## src/pevi_pkg.sv

```systemverilog
package pevi_pkg;
	// Power mode codes, one-hot
	typedef enum logic [4:0] {
		PEVI_MODE_RUN = 5'b0_0001,
		PEVI_MODE_SLEEP = 5'b0_0010,
		PEVI_MODE_LPRUN = 5'b0_0100,
		PEVI_MODE_LPSLEEP = 5'b0_1000,
		PEVI_MODE_STOP = 5'b1_0000
	} pevi_mode_e;
	// Routing widths
	localparam int PEVI_NUM_GPIO = 4;
	localparam int PEVI_NUM_CLK = 4;
	localparam int PEVI_SEL_W = 2;
	// Fixed latency of the routing register stage, in mclk cycles
	localparam int PEVI_LATENCY = 1;
	// Reset values
	localparam logic PEVI_OUT_RST = 1'b0;
	localparam pevi_mode_e PEVI_MODE_RST = PEVI_MODE_RUN;
endpackage

```

## src/pevi_sync.sv

```systemverilog
`timescale 1ns/1ps
// Two-stage synchroniser for asynchronous event lines
module pevi_sync
	import pevi_pkg::*;
#(
	parameter int W = 1
) (
	// Clock and reset
	input wire logic mclk_i,
	input wire logic reset_n_i,
	// Lines
	input wire logic [W-1:0] async_i,
	output logic [W-1:0] sync_o
);
	logic [W-1:0] meta_q; // First stage, read only by second
	logic [W-1:0] sync_q;

	// Double flop
	always_ff @(posedge mclk_i) begin
		if (!reset_n_i) begin
			meta_q <= '0;
			sync_q <= '0;
		end else begin
			meta_q <= async_i;
			sync_q <= meta_q;
		end
	end
	assign sync_o = sync_q;
endmodule

```

## src/pevi_top.sv

```systemverilog
`timescale 1ns/1ps
// Notes on behaviour
// - Hardwired peripheral paths, fixed latency, no processor
// - Comparators to timers except stop; lptimer always
// - Timer chains another timer, off in stop
// - Wakeup event triggers timer two, off in stop
// - Clock events trigger low power timer always
// - Clock sources to timer channel, off in stop
// - GPIO to timers except stop; lptimer always
module pevi_top
	import pevi_pkg::*;
(
	// Clock and reset
	input wire logic mclk_i,
	input wire logic reset_n_i,
	// Power mode, same clock domain
	input wire logic [4:0] power_mode_i,
	// Path selects, static configuration
	input wire logic [PEVI_SEL_W-1:0] clk_sel_i,
	input wire logic [PEVI_SEL_W-1:0] gpio_tim_sel_i,
	input wire logic [PEVI_SEL_W-1:0] gpio_lpt_sel_i,
	input wire logic [PEVI_SEL_W-1:0] gpio_adc_sel_i,
	// Event sources, asynchronous
	input wire logic comparator_a_i,
	input wire logic comparator_b_i,
	input wire logic wakeup_evt_i,
	input wire logic clock_evt_i,
	input wire logic [PEVI_NUM_CLK-1:0] clk_src_i,
	input wire logic [PEVI_NUM_GPIO-1:0] gpio_i,
	// Timer trigger outputs, same clock domain
	input wire logic general_timer_one_trgo_i,
	input wire logic general_timer_two_trgo_i,
	// Destinations, general timers
	output logic general_timer_one_cmp_o,
	output logic general_timer_two_cmp_o,
	output logic general_timer_one_itr_o,
	output logic general_timer_two_itr_o,
	output logic general_timer_two_wkup_o,
	output logic any_general_timer_clk_o,
	output logic any_general_timer_gpio_o,
	// Destinations, low power timer and converter
	output logic low_power_timer_cmp_o,
	output logic low_power_timer_evt_o,
	output logic low_power_timer_gpio_o,
	output logic adc_trig_o
);
	////////////////////////////////////////////////////////////////////
	// Synchronise asynchronous sources
	// Every pin-side source passes two flops before any routing logic.
	// That costs two cycles on every such path, but the same two on
	// all of them, so the end-to-end latency stays fixed.
	// Timer triggers and the mode come from mclk logic and skip this.
	// Source count: four single lines plus the clock and gpio buses
	localparam int NS = 4 + PEVI_NUM_CLK + PEVI_NUM_GPIO;
	logic [NS-1:0] sync_w; // Synchronised source bundle
	logic cmp_a_s; // Comparator a, synchronised
	logic cmp_b_s; // Comparator b, synchronised
	logic wkup_s; // Auto wakeup event, synchronised
	logic cevt_s; // Clock event, synchronised
	logic [PEVI_NUM_CLK-1:0] clk_s; // Clock sources, synchronised
	logic [PEVI_NUM_GPIO-1:0] gpio_s; // Gpio lines, synchronised

	pevi_sync #(.W(NS)) u_sync (
		.mclk_i(mclk_i),
		.reset_n_i(reset_n_i),
		.async_i({gpio_i, clk_src_i, clock_evt_i, wakeup_evt_i,
			comparator_b_i, comparator_a_i}),
		.sync_o(sync_w)
	);
	assign {gpio_s, clk_s, cevt_s, wkup_s, cmp_b_s, cmp_a_s} = sync_w;

	////////////////////////////////////////////////////////////////////
	// Mode decode; unknown codes treated as stop for safety
	// The mode is a one-hot code from the power controller on mclk.
	// Any other pattern means the controller is between modes; gating
	// is then the safe answer, since an ungated trigger could reach a
	// timer that is about to lose its clock.
	logic active_w; // Run, sleep or low power run/sleep
	always_comb begin
		unique case (power_mode_i)
			// Four modes that keep the general timers clocked
			PEVI_MODE_RUN, PEVI_MODE_SLEEP,
			PEVI_MODE_LPRUN, PEVI_MODE_LPSLEEP: active_w = 1'b1;
			// Stop and every illegal code
			default: active_w = 1'b0;
		endcase
	end

	////////////////////////////////////////////////////////////////////
	// Registered gated routing, one cycle after synchronisation
	// Outputs are flops so a destination never sees a mux glitch
	// when a select or the mode moves; the price is one more cycle.
	// Comparator b feeds both general timers, comparator a the lptimer.
	always_ff @(posedge mclk_i) begin
		if (!reset_n_i) begin
			general_timer_one_cmp_o <= PEVI_OUT_RST;
			general_timer_two_cmp_o <= PEVI_OUT_RST;
			low_power_timer_cmp_o <= PEVI_OUT_RST;
		end else begin
			// Comparator paths
			general_timer_one_cmp_o <= cmp_b_s & active_w;
			general_timer_two_cmp_o <= cmp_b_s & active_w;
			low_power_timer_cmp_o <= cmp_a_s;
		end
	end

	// Timer chaining and clock-domain events
	// Trigger inputs are already on mclk, so they take one edge only.
	// A user chaining timers must allow for that single cycle.
	always_ff @(posedge mclk_i) begin
		if (!reset_n_i) begin
			general_timer_one_itr_o <= PEVI_OUT_RST;
			general_timer_two_itr_o <= PEVI_OUT_RST;
			general_timer_two_wkup_o <= PEVI_OUT_RST;
			low_power_timer_evt_o <= PEVI_OUT_RST;
		end else begin
			// Each timer triggered by the other
			general_timer_one_itr_o <=
				general_timer_two_trgo_i & active_w;
			general_timer_two_itr_o <=
				general_timer_one_trgo_i & active_w;
			general_timer_two_wkup_o <= wkup_s & active_w;
			// Stays live in stop: used as wakeup source
			low_power_timer_evt_o <= cevt_s;
		end
	end

	// Selected clock source and GPIO paths
	// Selects are static; changing one mid-run may pass one stray
	// cycle of the newly chosen line, which is accepted behaviour.
	always_ff @(posedge mclk_i) begin
		if (!reset_n_i) begin
			any_general_timer_clk_o <= PEVI_OUT_RST;
			any_general_timer_gpio_o <= PEVI_OUT_RST;
			low_power_timer_gpio_o <= PEVI_OUT_RST;
			adc_trig_o <= PEVI_OUT_RST;
		end else begin
			// Clock sampled at mclk; only slow RC clocks measure well
			any_general_timer_clk_o <= clk_s[clk_sel_i] & active_w;
			any_general_timer_gpio_o <=
				gpio_s[gpio_tim_sel_i] & active_w;
			low_power_timer_gpio_o <= gpio_s[gpio_lpt_sel_i];
			adc_trig_o <= gpio_s[gpio_adc_sel_i] & active_w;
		end
	end

	////////////////////////////////////////////////////////////////////
	// Checks
	a_cmp_b_gate: assert property (@(posedge mclk_i) disable iff (!reset_n_i)
		!active_w |=> !general_timer_one_cmp_o && !general_timer_two_cmp_o)
		else $error("comparator b path live in stop");
	a_cmp_a_pass: assert property (@(posedge mclk_i) disable iff (!reset_n_i)
		low_power_timer_cmp_o == $past(cmp_a_s))
		else $error("comparator a path wrong");
	a_tim_chain: assert property (@(posedge mclk_i) disable iff (!reset_n_i)
		general_timer_two_itr_o == $past(general_timer_one_trgo_i & active_w))
		else $error("timer chain wrong");
	a_wkup_gate: assert property (@(posedge mclk_i) disable iff (!reset_n_i)
		general_timer_two_wkup_o |-> $past(active_w) && $past(wkup_s))
		else $error("wakeup route wrong");
	a_evt_latency: assert property (@(posedge mclk_i) disable iff (!reset_n_i)
		$rose(clock_evt_i) ##1 clock_evt_i[*2] |-> ##1 low_power_timer_evt_o)
		else $error("clock event latency wrong");
	a_clk_gate: assert property (@(posedge mclk_i) disable iff (!reset_n_i)
		any_general_timer_clk_o |-> $past(active_w))
		else $error("clock path live in stop");
	a_gpio_lpt: assert property (@(posedge mclk_i) disable iff (!reset_n_i)
		low_power_timer_gpio_o == $past(gpio_s[gpio_lpt_sel_i]))
		else $error("gpio lptimer path wrong");
	a_adc_gate: assert property (@(posedge mclk_i) disable iff (!reset_n_i)
		adc_trig_o == $past(gpio_s[gpio_adc_sel_i] & active_w))
		else $error("adc trigger wrong");
	a_fixed_lat: assert property (@(posedge mclk_i) disable iff (!reset_n_i)
		$past(gpio_s[gpio_tim_sel_i] & active_w) == any_general_timer_gpio_o)
		else $error("gpio timer latency wrong");

	////////////////////////////////////////////////////////////////////
	// Per-path checks, several on outputs already covered above, plus the stop decode
	// The equality checks compare against the source one edge back,
	// which pins both the routing and the register stage.

	// Comparator b into timer one, gated
	a_cmp_b_one: assert property (@(posedge mclk_i) disable iff (!reset_n_i)
		general_timer_one_cmp_o == $past(cmp_b_s & active_w))
		else $error("comparator b to timer one wrong");
	// Comparator b into timer two, gated
	a_cmp_b_two: assert property (@(posedge mclk_i) disable iff (!reset_n_i)
		general_timer_two_cmp_o == $past(cmp_b_s & active_w))
		else $error("comparator b to timer two wrong");
	// Stop code must always close the gated paths
	a_stop_code: assert property (@(posedge mclk_i) disable iff (!reset_n_i)
		power_mode_i == PEVI_MODE_STOP |-> !active_w)
		else $error("stop mode not decoded");
	// Timer two trigger into timer one, gated
	a_chain_back: assert property (@(posedge mclk_i) disable iff (!reset_n_i)
		general_timer_one_itr_o == $past(general_timer_two_trgo_i & active_w))
		else $error("reverse timer chain wrong");
	// Wakeup event follows its source in the four live modes
	a_wkup_pass: assert property (@(posedge mclk_i) disable iff (!reset_n_i)
		general_timer_two_wkup_o == $past(wkup_s & active_w))
		else $error("wakeup route value wrong");
	// Clock event never gated, fixed register latency
	a_evt_pass: assert property (@(posedge mclk_i) disable iff (!reset_n_i)
		low_power_timer_evt_o == $past(cevt_s, PEVI_LATENCY))
		else $error("clock event route wrong");
	// Selected clock source follows its select
	a_clk_pass: assert property (@(posedge mclk_i) disable iff (!reset_n_i)
		any_general_timer_clk_o == $past(clk_s[clk_sel_i] & active_w))
		else $error("clock source route wrong");
	// Gpio to general timers dark one edge after leaving live modes
	a_gpio_stop: assert property (@(posedge mclk_i) disable iff (!reset_n_i)
		!active_w |=> !any_general_timer_gpio_o)
		else $error("gpio timer path live in stop");
	// Converter trigger dark one edge after leaving live modes
	a_adc_stop: assert property (@(posedge mclk_i) disable iff (!reset_n_i)
		!active_w |=> !adc_trig_o)
		else $error("adc trigger live in stop");
endmodule

```

## config.mk

```make
export PLATFORM = sky130hd
export DESIGN_NAME = pevi_top
export DESIGN_NICKNAME = d
export VERILOG_FILES = /design/src/pevi_pkg.sv /design/src/pevi_sync.sv /design/src/pevi_top.sv
export SDC_FILE = /design/constraint.sdc
export NUM_CORES = 1
export LEC_CHECK = 0
export BUFFER_PORTS_ARGS = -buffer_cell sky130_fd_sc_hd__buf_2
export CAP_MARGIN = 20
export CORE_MARGIN = 10
export CORE_UTILIZATION = 50
export CTS_CLUSTER_DIAMETER = 40
export CTS_CLUSTER_SIZE = 30
export DETAILED_ROUTE_END_ITERATION = 10
export GPL_TIMING_DRIVEN = 0
export PLACE_DENSITY = 0.83
export RECOVER_POWER = 25
export SLEW_MARGIN = 20
export SYNTH_ARGS = -nofsm -noshare
export SYNTH_HDL_FRONTEND = slang
export SYNTH_HIERARCHICAL = 1
export SYNTH_SLANG_ARGS = --single-unit
```

## constraint.sdc

```tcl
create_clock -name mclk_i -period 1.6 [get_ports mclk_i]
set_input_delay 0.24 -clock mclk_i [delete_from_list [all_inputs] [get_ports mclk_i]]
set_output_delay 0.24 -clock mclk_i [all_outputs]
set_load 0.005 [all_outputs]
```

Word level (Yosys, flattened, before mapping). Cells that the tools add are included.

Register bits: 34. Bits of input ports: 29. Logic and storage cells: 37.

$lt $le $gt $ge: 4. Reductions and logical operators: 1. Bitwise logic cells: 7. Muxes and demuxes: 9. Equal/unequal tests: 4.

Operators by type and width (count): $lt A2 B3 Y1 const B (4); $bmux W1 S2 (4); $and A1 B1 Y1 (7); $eq A5 B1 Y1 const B (1); $eq A5 B2 Y1 const B (1); $eq A5 B3 Y1 const B (1); $eq A5 B4 Y1 const B (1); $mux W1 (5); $reduce_or A4 Y1 (1).

Longest topological paths before layout. Gate-level depths: netlist of the first run.

Word-level depth: 4. Depth in mapped cells: 3. Gate-level depth less buffers: 3.

Modules after synthesis. Netlist of the first run, hierarchy kept.

By module, submodules not included: pevi_sync (area an instance 675.6 µm², sequential area each 480.5 µm², cells an instance 50, instances 1); pevi_top (area an instance 424.2 µm², sequential area each 200.2 µm², cells an instance 31, instances 1).

Least setup slack after synthesis of the first run. No wires, ideal clock.

Path type: reg-to-reg. Start point: reg u_sync.sync_q[11], in the netlist u_sync/sync_o[11]. End point: reg adc_trig_o. Cell stages (with the launch flop): 3. Path buffers: 0. Data required time: 1.466 ns. Data arrival time: 0.864 ns. Slack: 0.602 ns. Cell sequence: dfxtp_1 > mux4_2 > nor3b_1.

Word-level cells in the longest chain between the ends: 3.

RTL lines: start, declared (RTL line pevi_sync.sv:16) `logic [W-1:0] sync_q;`; start signal, assigned (RTL line pevi_sync.sv:25) `sync_q <= meta_q;`; $bmux W1 S2 (RTL line pevi_top.sv:143) `adc_trig_o <= gpio_s[gpio_adc_sel_i] & active_w;`; $mux W1 (not written as such) (RTL line pevi_top.sv:143); $and A1 B1 Y1 (RTL line pevi_top.sv:143); end signal, assigned (RTL line pevi_top.sv:143); end, declared (RTL line pevi_top.sv:45) `output logic adc_trig_o`.

No other way between the ends. The select of a mux whose other input is x is not followed. A chain may end at the register's enable or synchronous reset.

Worst setup path after layout of the first run.
Start point: reg general_timer_two_cmp_o. End point: out general_timer_two_cmp_o.

RTL lines: start, declared (RTL line pevi_top.sv:35) `output logic general_timer_two_cmp_o,`; start signal, assigned (RTL line pevi_top.sv:102) `general_timer_two_cmp_o <= cmp_b_s & active_w;`.

No word-level cell between the ends.

==> impl_metrics.py, run 1 <==
metrics = {
    "global_routing": {
        "grt_max_degree": 11,
        "track_usage": 0.0982,
        "grt_pass1_vias": 760,
        "antenna_found_initial": 0,
        "grt_overflow": 0,
        "grt_pass1_wl_um": 3280,
    },
    "sta": {
        "drv_slew": 0,
        "setup_viol": 0,
        "worstMarginPinSlew_ns": 0.453,
        "hold_violations": 0,
        "clock-skew-final_ns": 0.00134,
        "max_freq_mhz": 907,
        "rsz0062_at_grt": "false",
        "fin_hold_ws_ns": 0.121,
        "maxSlewHeadroom": 0.698,
        "min_period_ns": 1.10,
        "fin_tns_setup_ns": 0,
        "fin_crit_sh": 0.689,
    },
    "worst_setup_path": {
        "crit_fanout": 2,
        "end_kind": "output pin",
        "startpoint_type": "flip-flop",
        "worstPathArrival_ns": 0.86,
        "required_ns": 1.36,
        "slowest_delay_ns": 0.31,
        "path_cells": "buf_4 > buf_2",
        "slowest_stage": "dfxtp_1",
        "path_class": "reg2out",
    },
    "route": {
        "drt_iter0_markers": 17,
        "vias_per_cell": 4.56,
        "num_vias": 698,
        "drc_errors": 0,
        "drt_first_pass_iters": 2,
        "routed_wl_um": 1940,
        "post_drt_wl_per_cell_um": 12.7,
        "postRouteAntennaNets": 0,
    },
    "clock_network": {
        "ctsHoldBuffers": 0,
        "htreeDepth": 2,
        "clk_latency_ns": 0.32,
        "numCtsBuffers": 5,
        "cts-root-buf": "clkbuf_4",
        "cts_tree": "yes",
        "clkTransAtPathRegs_ns": 0.08,
        "clockBufferDepth": 2,
        "post_cts_buffers": 0,
        "cts_resized": 0,
        "cts.sinks": 34,
    },
    "cells_and_area": {
        "postLayoutCoreUtil": 0.678,
        "antenna_cells": 0,
        "nNetsFinal": 156,
        "multi_input_area_um2": 389,
        "finalInstanceArea_um2": 1370,
        "fill_cells": 160,
        "area_growth_pct": 24.7,
        "layout-drive-gt1-share": 0.556,
        "seq_area_um2": 681,
    },
    "logic_synthesis": {
        "ys_types": 13,
        "syn_avg_cell_area_um2": 13.6,
        "synth_commonest_cells": "34 x dfxtp_1, 18 x and2_2, 9 x and2_1",
        "synthCells": 81,
        "yosysTopAreaCell": "dfxtp_1",
        "yosysMostFrequentCell": "dfxtp_1",
        "synth_top_area_share": 0.619,
        "syn_nets": 110,
        "synth.area.top_cells": "dfxtp_1 62%, and2_2 12%, mux4_2 8.2%",
        "synth-seq-cells": 34,
        "async_flop_share": 0,
        "synth_edf_count": 0,
        "ys_seq_area_frac": 0.619,
        "synth-main-ff-cell": "dfxtp_1",
        "ys_warn_count": 6,
        "netlist_area_um2": 1100,
    },
    "flow_run": {
        "maxCapViolCount": 0,
    },
    "floorplanning": {
        "start_util": 0.544,
        "top_level_ports": 40,
        "die_w_um": 66.9,
        "chipHeight_um": 66.9,
        "rows": 16,
        "core_um2": 2020,
        "dieArea_um2": 4480,
    },
    "placement": {
        "gp_congestion": 0.761,
        "portBuffers": 39,
        "dp_hpwl_um": 1560,
        "dpl_cell_area_um2": 1330,
    },
    "run_status": {
        "outcome": "completed",
    },
    "pwr": {
        "power_density_nw_per_um2": 1040,
        "ir_worst_vdd_mv": 0.718,
        "power_w": 0.00143,
        "cellLeakagePower_nw": 0.622,
    },
    "hold_path": {
        "hold_path.class": "in2reg",
    },
}
power by group:
part / internal (W) / switching [W] / leakage, nW / total [W]
Sequential: 0.000878 / 0.00000734 / 0.280 / 0.000885
Clock: 0.000198 / 0.000237 / 0.0302 / 0.000435
Combinational: 0.0000671 / 0.0000404 / 0.313 / 0.000107
sequential cells by signal, indices dropped and copies added, names as in the netlist:
signal                    cells
u_sync/meta_q                12
u_sync/sync_o                12
adc_trig_o                    1
any_general_timer_clk_o       1
any_general_timer_gpio_o      1
general_timer_one_itr_o       1
general_timer_two_cmp_o       1
general_timer_two_itr_o       1
general_timer_two_wkup_o      1
low_power_timer_cmp_o         1
low_power_timer_evt_o         1
low_power_timer_gpio_o        1
cells by family (layout without fill, tap and decap cells):
family / after synthesis / count (layout) / share of synthesized area
xor+xnor: 1 / 1 / 0.00797
flops: 34 / 34 / 0.619
mux: 4 / 4 / 0.0819
buf+inv: 3 / 48 / 0.0273
simple gates: 38 / 38 / 0.253
compound gates: 1 / 1 / 0.0114
placed cells by master (no fill, tap or decap), drive strengths merged:
| cell type | netlist | routed |
|---|---|---|
| clkbuf | 0 | 8 |
| mux4 | 4 | 4 |
| nor2 | 1 | 1 |
| and2 | 27 | 27 |
| dfxtp | 34 | 34 |
| xor2 | 1 | 1 |
| nor4b | 2 | 2 |
| buf | 3 | 40 |
| nand2b | 1 | 1 |
| a211oi | 1 | 1 |
| nor3b | 7 | 7 |
critical path: cells and delay by family (launching register included):
kind	cells	cell delay [ns]
buffers and inverters	2	0.23
flip-flops	1	0.31
per-stage QoR:
| stage | setup WS, ns | instances |
|---|---|---|
| 2_1_floorplan | 0.602 | 81 |
| 3_3_place_gp | 0.426 | 147 |
| 3_5_place_dp | 0.384 | 147 |
| 4_1_cts | 0.478 | 153 |
| 5_1_grt | 0.463 | 153 |
| 6_report | 0.498 | 153 |
path summary, 6_finish.rpt:
path / start / endpoint / slack (ns) / cells past startpoint
min: clk_src_i[3] / u_sync/meta_q[7] / 0.12 / 2
min reg2reg: u_sync/sync_o[0] / low_power_timer_cmp_o / 0.44 / 1
max reg2reg: u_sync/sync_o[8] / any_general_timer_gpio_o / 0.52 / 2
max: general_timer_two_cmp_o / general_timer_two_cmp_o / 0.50 / 2
layout make-up:
class,instances,area share
Buffer,3,0.0164
Timing Repair Buffer,39,0.141
Tap cell,27,0.0246
Sequential cell,34,0.496
Clock buffer,6,0.0374
Multi-Input combinational cell,44,0.284
routing by layer:
layer / share of wire / vias to the layer above / track usage
met2: 0.44 / 34 / 0.161
li1: - / 360 / -
met5: 0 / - / 0
met1: 0.38 / 301 / 0.0854
met3: 0.16 / 3 / 0.0786
met4: 0.014 / 0 / 0.0462
(Power assumes the default switching activity.)
==> run 2, diff against run 1 <==
--- a/config.mk
+++ b/config.mk
@@ -8,12 +8,12 @@
 export BUFFER_PORTS_ARGS = -buffer_cell sky130_fd_sc_hd__buf_2
 export CAP_MARGIN = 20
 export CORE_MARGIN = 10
-export CORE_UTILIZATION = 50
+export CORE_UTILIZATION = 42
 export CTS_CLUSTER_DIAMETER = 40
 export CTS_CLUSTER_SIZE = 30
 export DETAILED_ROUTE_END_ITERATION = 10
 export GPL_TIMING_DRIVEN = 0
-export PLACE_DENSITY = 0.83
+export PLACE_DENSITY = 0.74
 export RECOVER_POWER = 25
 export SLEW_MARGIN = 20
 export SYNTH_ARGS = -nofsm -noshare
==> constraint.sdc (replaced) <==
create_clock -name mclk_i -period 1 [get_ports mclk_i]
set_input_delay 0.15 -clock mclk_i [delete_from_list [all_inputs] [get_ports mclk_i]]
set_output_delay 0.15 -clock mclk_i [all_outputs]
set_load 0.005 [all_outputs]
==> run 2 against run 1 <==
  * The run now ends with setup timing left
  * Sequential power grew 60%
  * Die area grew 13%
  * Core utilization shrank 11 points
  * First-iteration DRC count grew 12%
  * Combinational power grew 61%
  * Clock skew grew 0.0023 ns
  * Hold slack lost 0.076 ns
  * Highest routed layer unchanged
==> impl_metrics.py, run 2 (synthesized netlist as in run 1, its figures left out) <==
metrics = {
    "sta": {
        "drv_slew": 0,
        "worstMarginPinSlew_ns": 0.537,
        "rsz0062_at_grt": "true",
        "setup_viol": 4,
        "min_period_ns": 1.08,
        "clock-skew-final_ns": 0.00365,
        "max_freq_mhz": 930,
        "setup_slack_ns": -0.0753,
        "fin_crit_sh": 1.08,
        "fin_tns_setup_ns": -0.138,
        "maxSlewHeadroom": 0.641,
        "hold_violations": 0,
    },
    "cells_and_area": {
        "layout-drive-gt1-share": 0.583,
        "final_cells": 157,
        "mostFrequentLayoutCells": "37 x buf_2, 32 x dfxtp_1, 18 x and2_2",
        "final_common_cell": "buf_2",
        "antenna_cells": 0,
        "area_growth_pct": 28.1,
        "nNetsFinal": 155,
    },
    "worst_setup_path": {
        "crit_fanout": 3,
        "startpoint_type": "flip-flop",
        "end_kind": "flip-flop",
        "path_class": "reg2reg",
        "required_ns": 1.19,
        "worstPathArrival_ns": 1.27,
        "regToRegSetupSlack_ns": -0.08,
    },
    "clock_network": {
        "cts_tree": "yes",
        "clockBufferDepth": 2,
        "ctsHoldBuffers": 0,
        "cts-root-buf": "clkbuf_4",
        "clkTransAtPathRegs_ns": 0.09,
        "clk_latency_ns": 0.31,
        "cts.sinks": 34,
        "numCtsBuffers": 5,
        "htreeDepth": 2,
    },
    "placement": {
        "dp_hpwl_um": 1570,
        "dp_cells": 150,
        "portBuffers": 39,
        "gp_congestion": 0.675,
    },
    "floorplanning": {
        "start_util": 0.444,
        "chipHeight_um": 71.2,
        "die_w_um": 71.2,
        "core_um2": 2480,
        "top_level_ports": 40,
        "dieArea_um2": 5070,
        "rows": 18,
    },
    "route": {
        "drt_first_pass_iters": 3,
        "drt_iter0_markers": 19,
        "post_drt_wl_per_cell_um": 12.3,
        "drc_errors": 0,
        "postRouteAntennaNets": 0,
        "vias_per_cell": 4.32,
        "routed_wl_um": 1930,
        "num_vias": 679,
    },
    "global_routing": {
        "track_usage": 0.0795,
        "grt_overflow": 0,
        "grt_max_degree": 11,
        "grt_pass1_wl_um": 3240,
        "antenna_found_initial": 0,
        "grt_pass1_vias": 796,
    },
    "run_status": {
        "violations": "setup timing",
        "outcome": "complete, but fails checks",
    },
    "pwr": {
        "power_w": 0.00247,
        "power_density_nw_per_um2": 1750,
        "ir_worst_vdd_mv": 1.04,
        "cellLeakagePower_nw": 0.634,
    },
    "flow_run": {
        "maxCapViolCount": 0,
    },
    "hold_path": {
        "hold_path.class": "in2reg",
    },
}
-- run 2: cell count changes in the layout (fill, tap and decap cells not counted), sizes merged --
cell    before  now
buf         40   39
clkbuf       8   10
-- run 2: path summary, 6_finish.rpt --
| path | start | to | cells past startpoint |
|---|---|---|---|
| max | u_sync/sync_o[11] | any_general_timer_gpio_o | 2 |
| max reg2reg | u_sync/sync_o[11] | any_general_timer_gpio_o | 2 |
| min reg2reg | u_sync/meta_q[9] | u_sync/sync_o[9] | 1 |
| min | clk_src_i[2] | u_sync/meta_q[6] | 2 |
-- run 2: final cells by class --
class | count | area, um^2
plain buffers | 2 | 15.0
multi-input cells | 44 | 394
flip-flops and latches | 34 | 683
clock buffers | 8 | 78.8
repair buffers | 39 | 200
fillers | 226 | 1070
well taps | 30 | 37.5
-- run 2: power breakdown --
group | switching [W] | internal [W]
combinational | 0.0000647 | 0.000108
sequential | 0.0000121 | 0.00140
clock | 0.000400 | 0.000480
-- run 2: per-layer routing --
metal,up-vias,global-route usage,share of wire
li1,355,-,-
met1,293,0.0761,0.39
met2,29,0.132,0.50
met3,2,0.0474,0.10
met4,0,0.0387,0.0067
met5,-,0,0
-- run 2: worst max-delay path, cell delays in order, from the launching register on --
cell     delay, ns
dfxtp_2       0.33
mux4_2        0.46
nor3b_2       0.16
-- run 2: repair_timing --
item / 4_1_cts / 5_1_grt
pin swaps: 0 / 1
gates resized for setup: 2 / 2
buffers inserted: 0 / 0
endpoints found under the setup margin: 5 / 4
-- run 2: through the flow --
stage / util / setup WS [ns] / area (um^2) / hold slack [ns]
6_report: 0.569 / -0.0753 / 1410 / 0.0448
5_1_grt: 0.569 / -0.122 / 1410 / 0.0274
4_1_cts: 0.570 / -0.0762 / 1410 / 0.0363
3_5_place_dp: 0.538 / -0.142 / 1330 / 0.365
3_3_place_gp: 0.538 / -0.0994 / 1330 / 0.356
2_1_floorplan: - / 0.00204 / 1100 / 0.272
==> run 3, diff against run 2 <==
--- a/config.mk
+++ b/config.mk
@@ -5,7 +5,7 @@
 export SDC_FILE = /design/constraint.sdc
 export NUM_CORES = 1
 export LEC_CHECK = 0
-export BUFFER_PORTS_ARGS = -buffer_cell sky130_fd_sc_hd__buf_2
+export BUFFER_PORTS_ARGS = -buffer_cell sky130_fd_sc_hd__clkbuf_2
 export CAP_MARGIN = 20
 export CORE_MARGIN = 10
 export CORE_UTILIZATION = 42
==> run 3 against run 2 <==
  * The run still ends with setup timing left
  * Design area decreased by 1.8%
  * First-iteration DRC count down 32%
  * Via count rose by 2.5%
  * Global-route usage grew 0.25 points
  * Maximum frequency up 1.3%
  * Critical path type unchanged
  * Critical endpoint unchanged
  * Largest cell class unchanged
==> impl_metrics.py, run 3 (synthesized netlist as in run 1, its figures left out) <==
metrics = {
    "worst_setup_path": {
        "cpLargestDelayFamily": "multiplexers",
        "regToRegSetupSlack_ns": -0.06,
        "path_cells": "mux4_2 > nor3b_2",
        "ff2ff_path_depth": 2,
        "startpoint_type": "flip-flop",
        "required_ns": 1.21,
        "rr_endpoint": "any_general_timer_gpio_o",
        "end_kind": "flip-flop",
        "worstSetupPathDepth": 2,
        "worstPathArrival_ns": 1.27,
        "crit_buf_inv": 0,
        "slowest_stage": "mux4_2",
        "r2r_start": "u_sync/sync_o[11]",
        "crit_fanout": 3,
        "slowest_delay_ns": 0.44,
        "path_class": "reg2reg",
    },
    "run_status": {
        "outcome": "complete, but fails checks",
        "violations": "setup timing",
    },
    "sta": {
        "rsz0062_at_grt": "true",
        "setup_slack_ns": -0.0615,
        "max_freq_mhz": 942,
        "drv_slew": 0,
        "fin_crit_sh": 1.06,
        "hold_violations": 0,
        "setup_viol": 4,
        "maxSlewHeadroom": 0.645,
        "min_period_ns": 1.06,
        "fin_hold_ws_ns": 0.0254,
        "fin_tns_setup_ns": -0.135,
        "worstMarginPinSlew_ns": 0.532,
        "clock-skew-final_ns": 0.00622,
    },
    "floorplanning": {
        "core_um2": 2480,
        "start_util": 0.444,
        "dieArea_um2": 5070,
        "die_w_um": 71.2,
        "top_level_ports": 40,
        "rows": 18,
        "chipHeight_um": 71.2,
    },
    "global_routing": {
        "grt_overflow": 0,
        "grt_pass1_wl_um": 3240,
        "track_usage": 0.0819,
        "grt_max_degree": 11,
        "antenna_found_initial": 0,
        "grt_pass1_vias": 764,
    },
    "clock_network": {
        "cts-root-buf": "clkbuf_4",
        "cts_tree": "yes",
        "ctsHoldBuffers": 0,
        "clockBufferDepth": 2,
        "clkTransAtPathRegs_ns": 0.10,
        "clk_latency_ns": 0.33,
        "numCtsBuffers": 5,
        "post_cts_buffers": 0,
        "cts.sinks": 34,
        "htreeDepth": 2,
    },
    "route": {
        "routed_wl_um": 1960,
        "vias_per_cell": 4.43,
        "num_vias": 696,
        "drt_iter0_markers": 13,
        "post_drt_wl_per_cell_um": 12.5,
        "drt_first_pass_iters": 2,
        "drc_errors": 0,
        "postRouteAntennaNets": 0,
    },
    "placement": {
        "portBuffers": 39,
        "dp_cells": 150,
        "gp_congestion": 0.657,
        "dp_hpwl_um": 1540,
    },
    "cells_and_area": {
        "postLayoutCoreUtil": 0.559,
        "antenna_cells": 0,
        "seq_area_um2": 683,
        "final_cells": 157,
        "area_growth_pct": 25.8,
        "nNetsFinal": 155,
        "fill_cells": 230,
        "mostFrequentLayoutCells": "38 x clkbuf_2, 32 x dfxtp_1, 18 x and2_2",
        "multi_input_area_um2": 394,
        "final_common_cell": "clkbuf_2",
        "layout-drive-gt1-share": 0.575,
    },
    "hold_path": {
        "holdPathEnd": "u_sync/meta_q[7]",
        "hold_start": "clk_src_i[3]",
        "min_path_cells": 2,
        "hold_path.class": "in2reg",
    },
    "flow_run": {
        "maxCapViolCount": 0,
    },
    "pwr": {
        "cellLeakagePower_nw": 0.619,
        "power_density_nw_per_um2": 1710,
        "ir_worst_vdd_mv": 1.01,
    },
}
run 3: power breakdown:
group / internal (W) / switching, W
clock network: 0.000341 / 0.000430
logic: 0.000107 / 0.0000646
registers: 0.00140 / 0.0000122
total: 0.00185 / 0.000507
run 3: worst max-delay path by stage:
stage | from | endpoint | slack [ns]
floorplan | u_sync/sync_o[11] | adc_trig_o | 0.002
global placement | power_mode_i[3] | general_timer_two_wkup_o | -0.09
detailed placement | power_mode_i[3] | general_timer_two_itr_o | -0.12
CTS | u_sync/sync_o[11] | adc_trig_o | -0.06
global route | u_sync/sync_o[11] | any_general_timer_gpio_o | -0.1
finish | u_sync/sync_o[11] | any_general_timer_gpio_o | -0.06
run 3: cell type report:
type                       count  area share
buffer                         2      0.0108
clock buffer                   7      0.0398
clock inverter                 1     0.00362
multi-input combinational     44       0.285
sequential                    34       0.494
tap                           30      0.0271
timing repair buffer          39       0.140
run 3: timing repair:
item | CTS | global route
pin swaps | 1 | 0
setup endpoints to repair | 5 | 4
resized for setup | 2 | 1
run 3: per-stage QoR:
step	setup WS (ns)	power [W]	area [um^2]
floorplan	0.00204	0.00154	1100
detailed placement	-0.124	0.00163	1330
global route	-0.0984	0.00247	1380
finish	-0.0615	0.00236	1380
global placement	-0.0926	0.00162	1330
CTS	-0.0609	0.00240	1390
run 3: layer usage:
metal,track usage,part of all wire
met3,0.0572,0.099
met2,0.126,0.46
met5,0,0
met4,0.0516,0.025
met1,0.0775,0.42
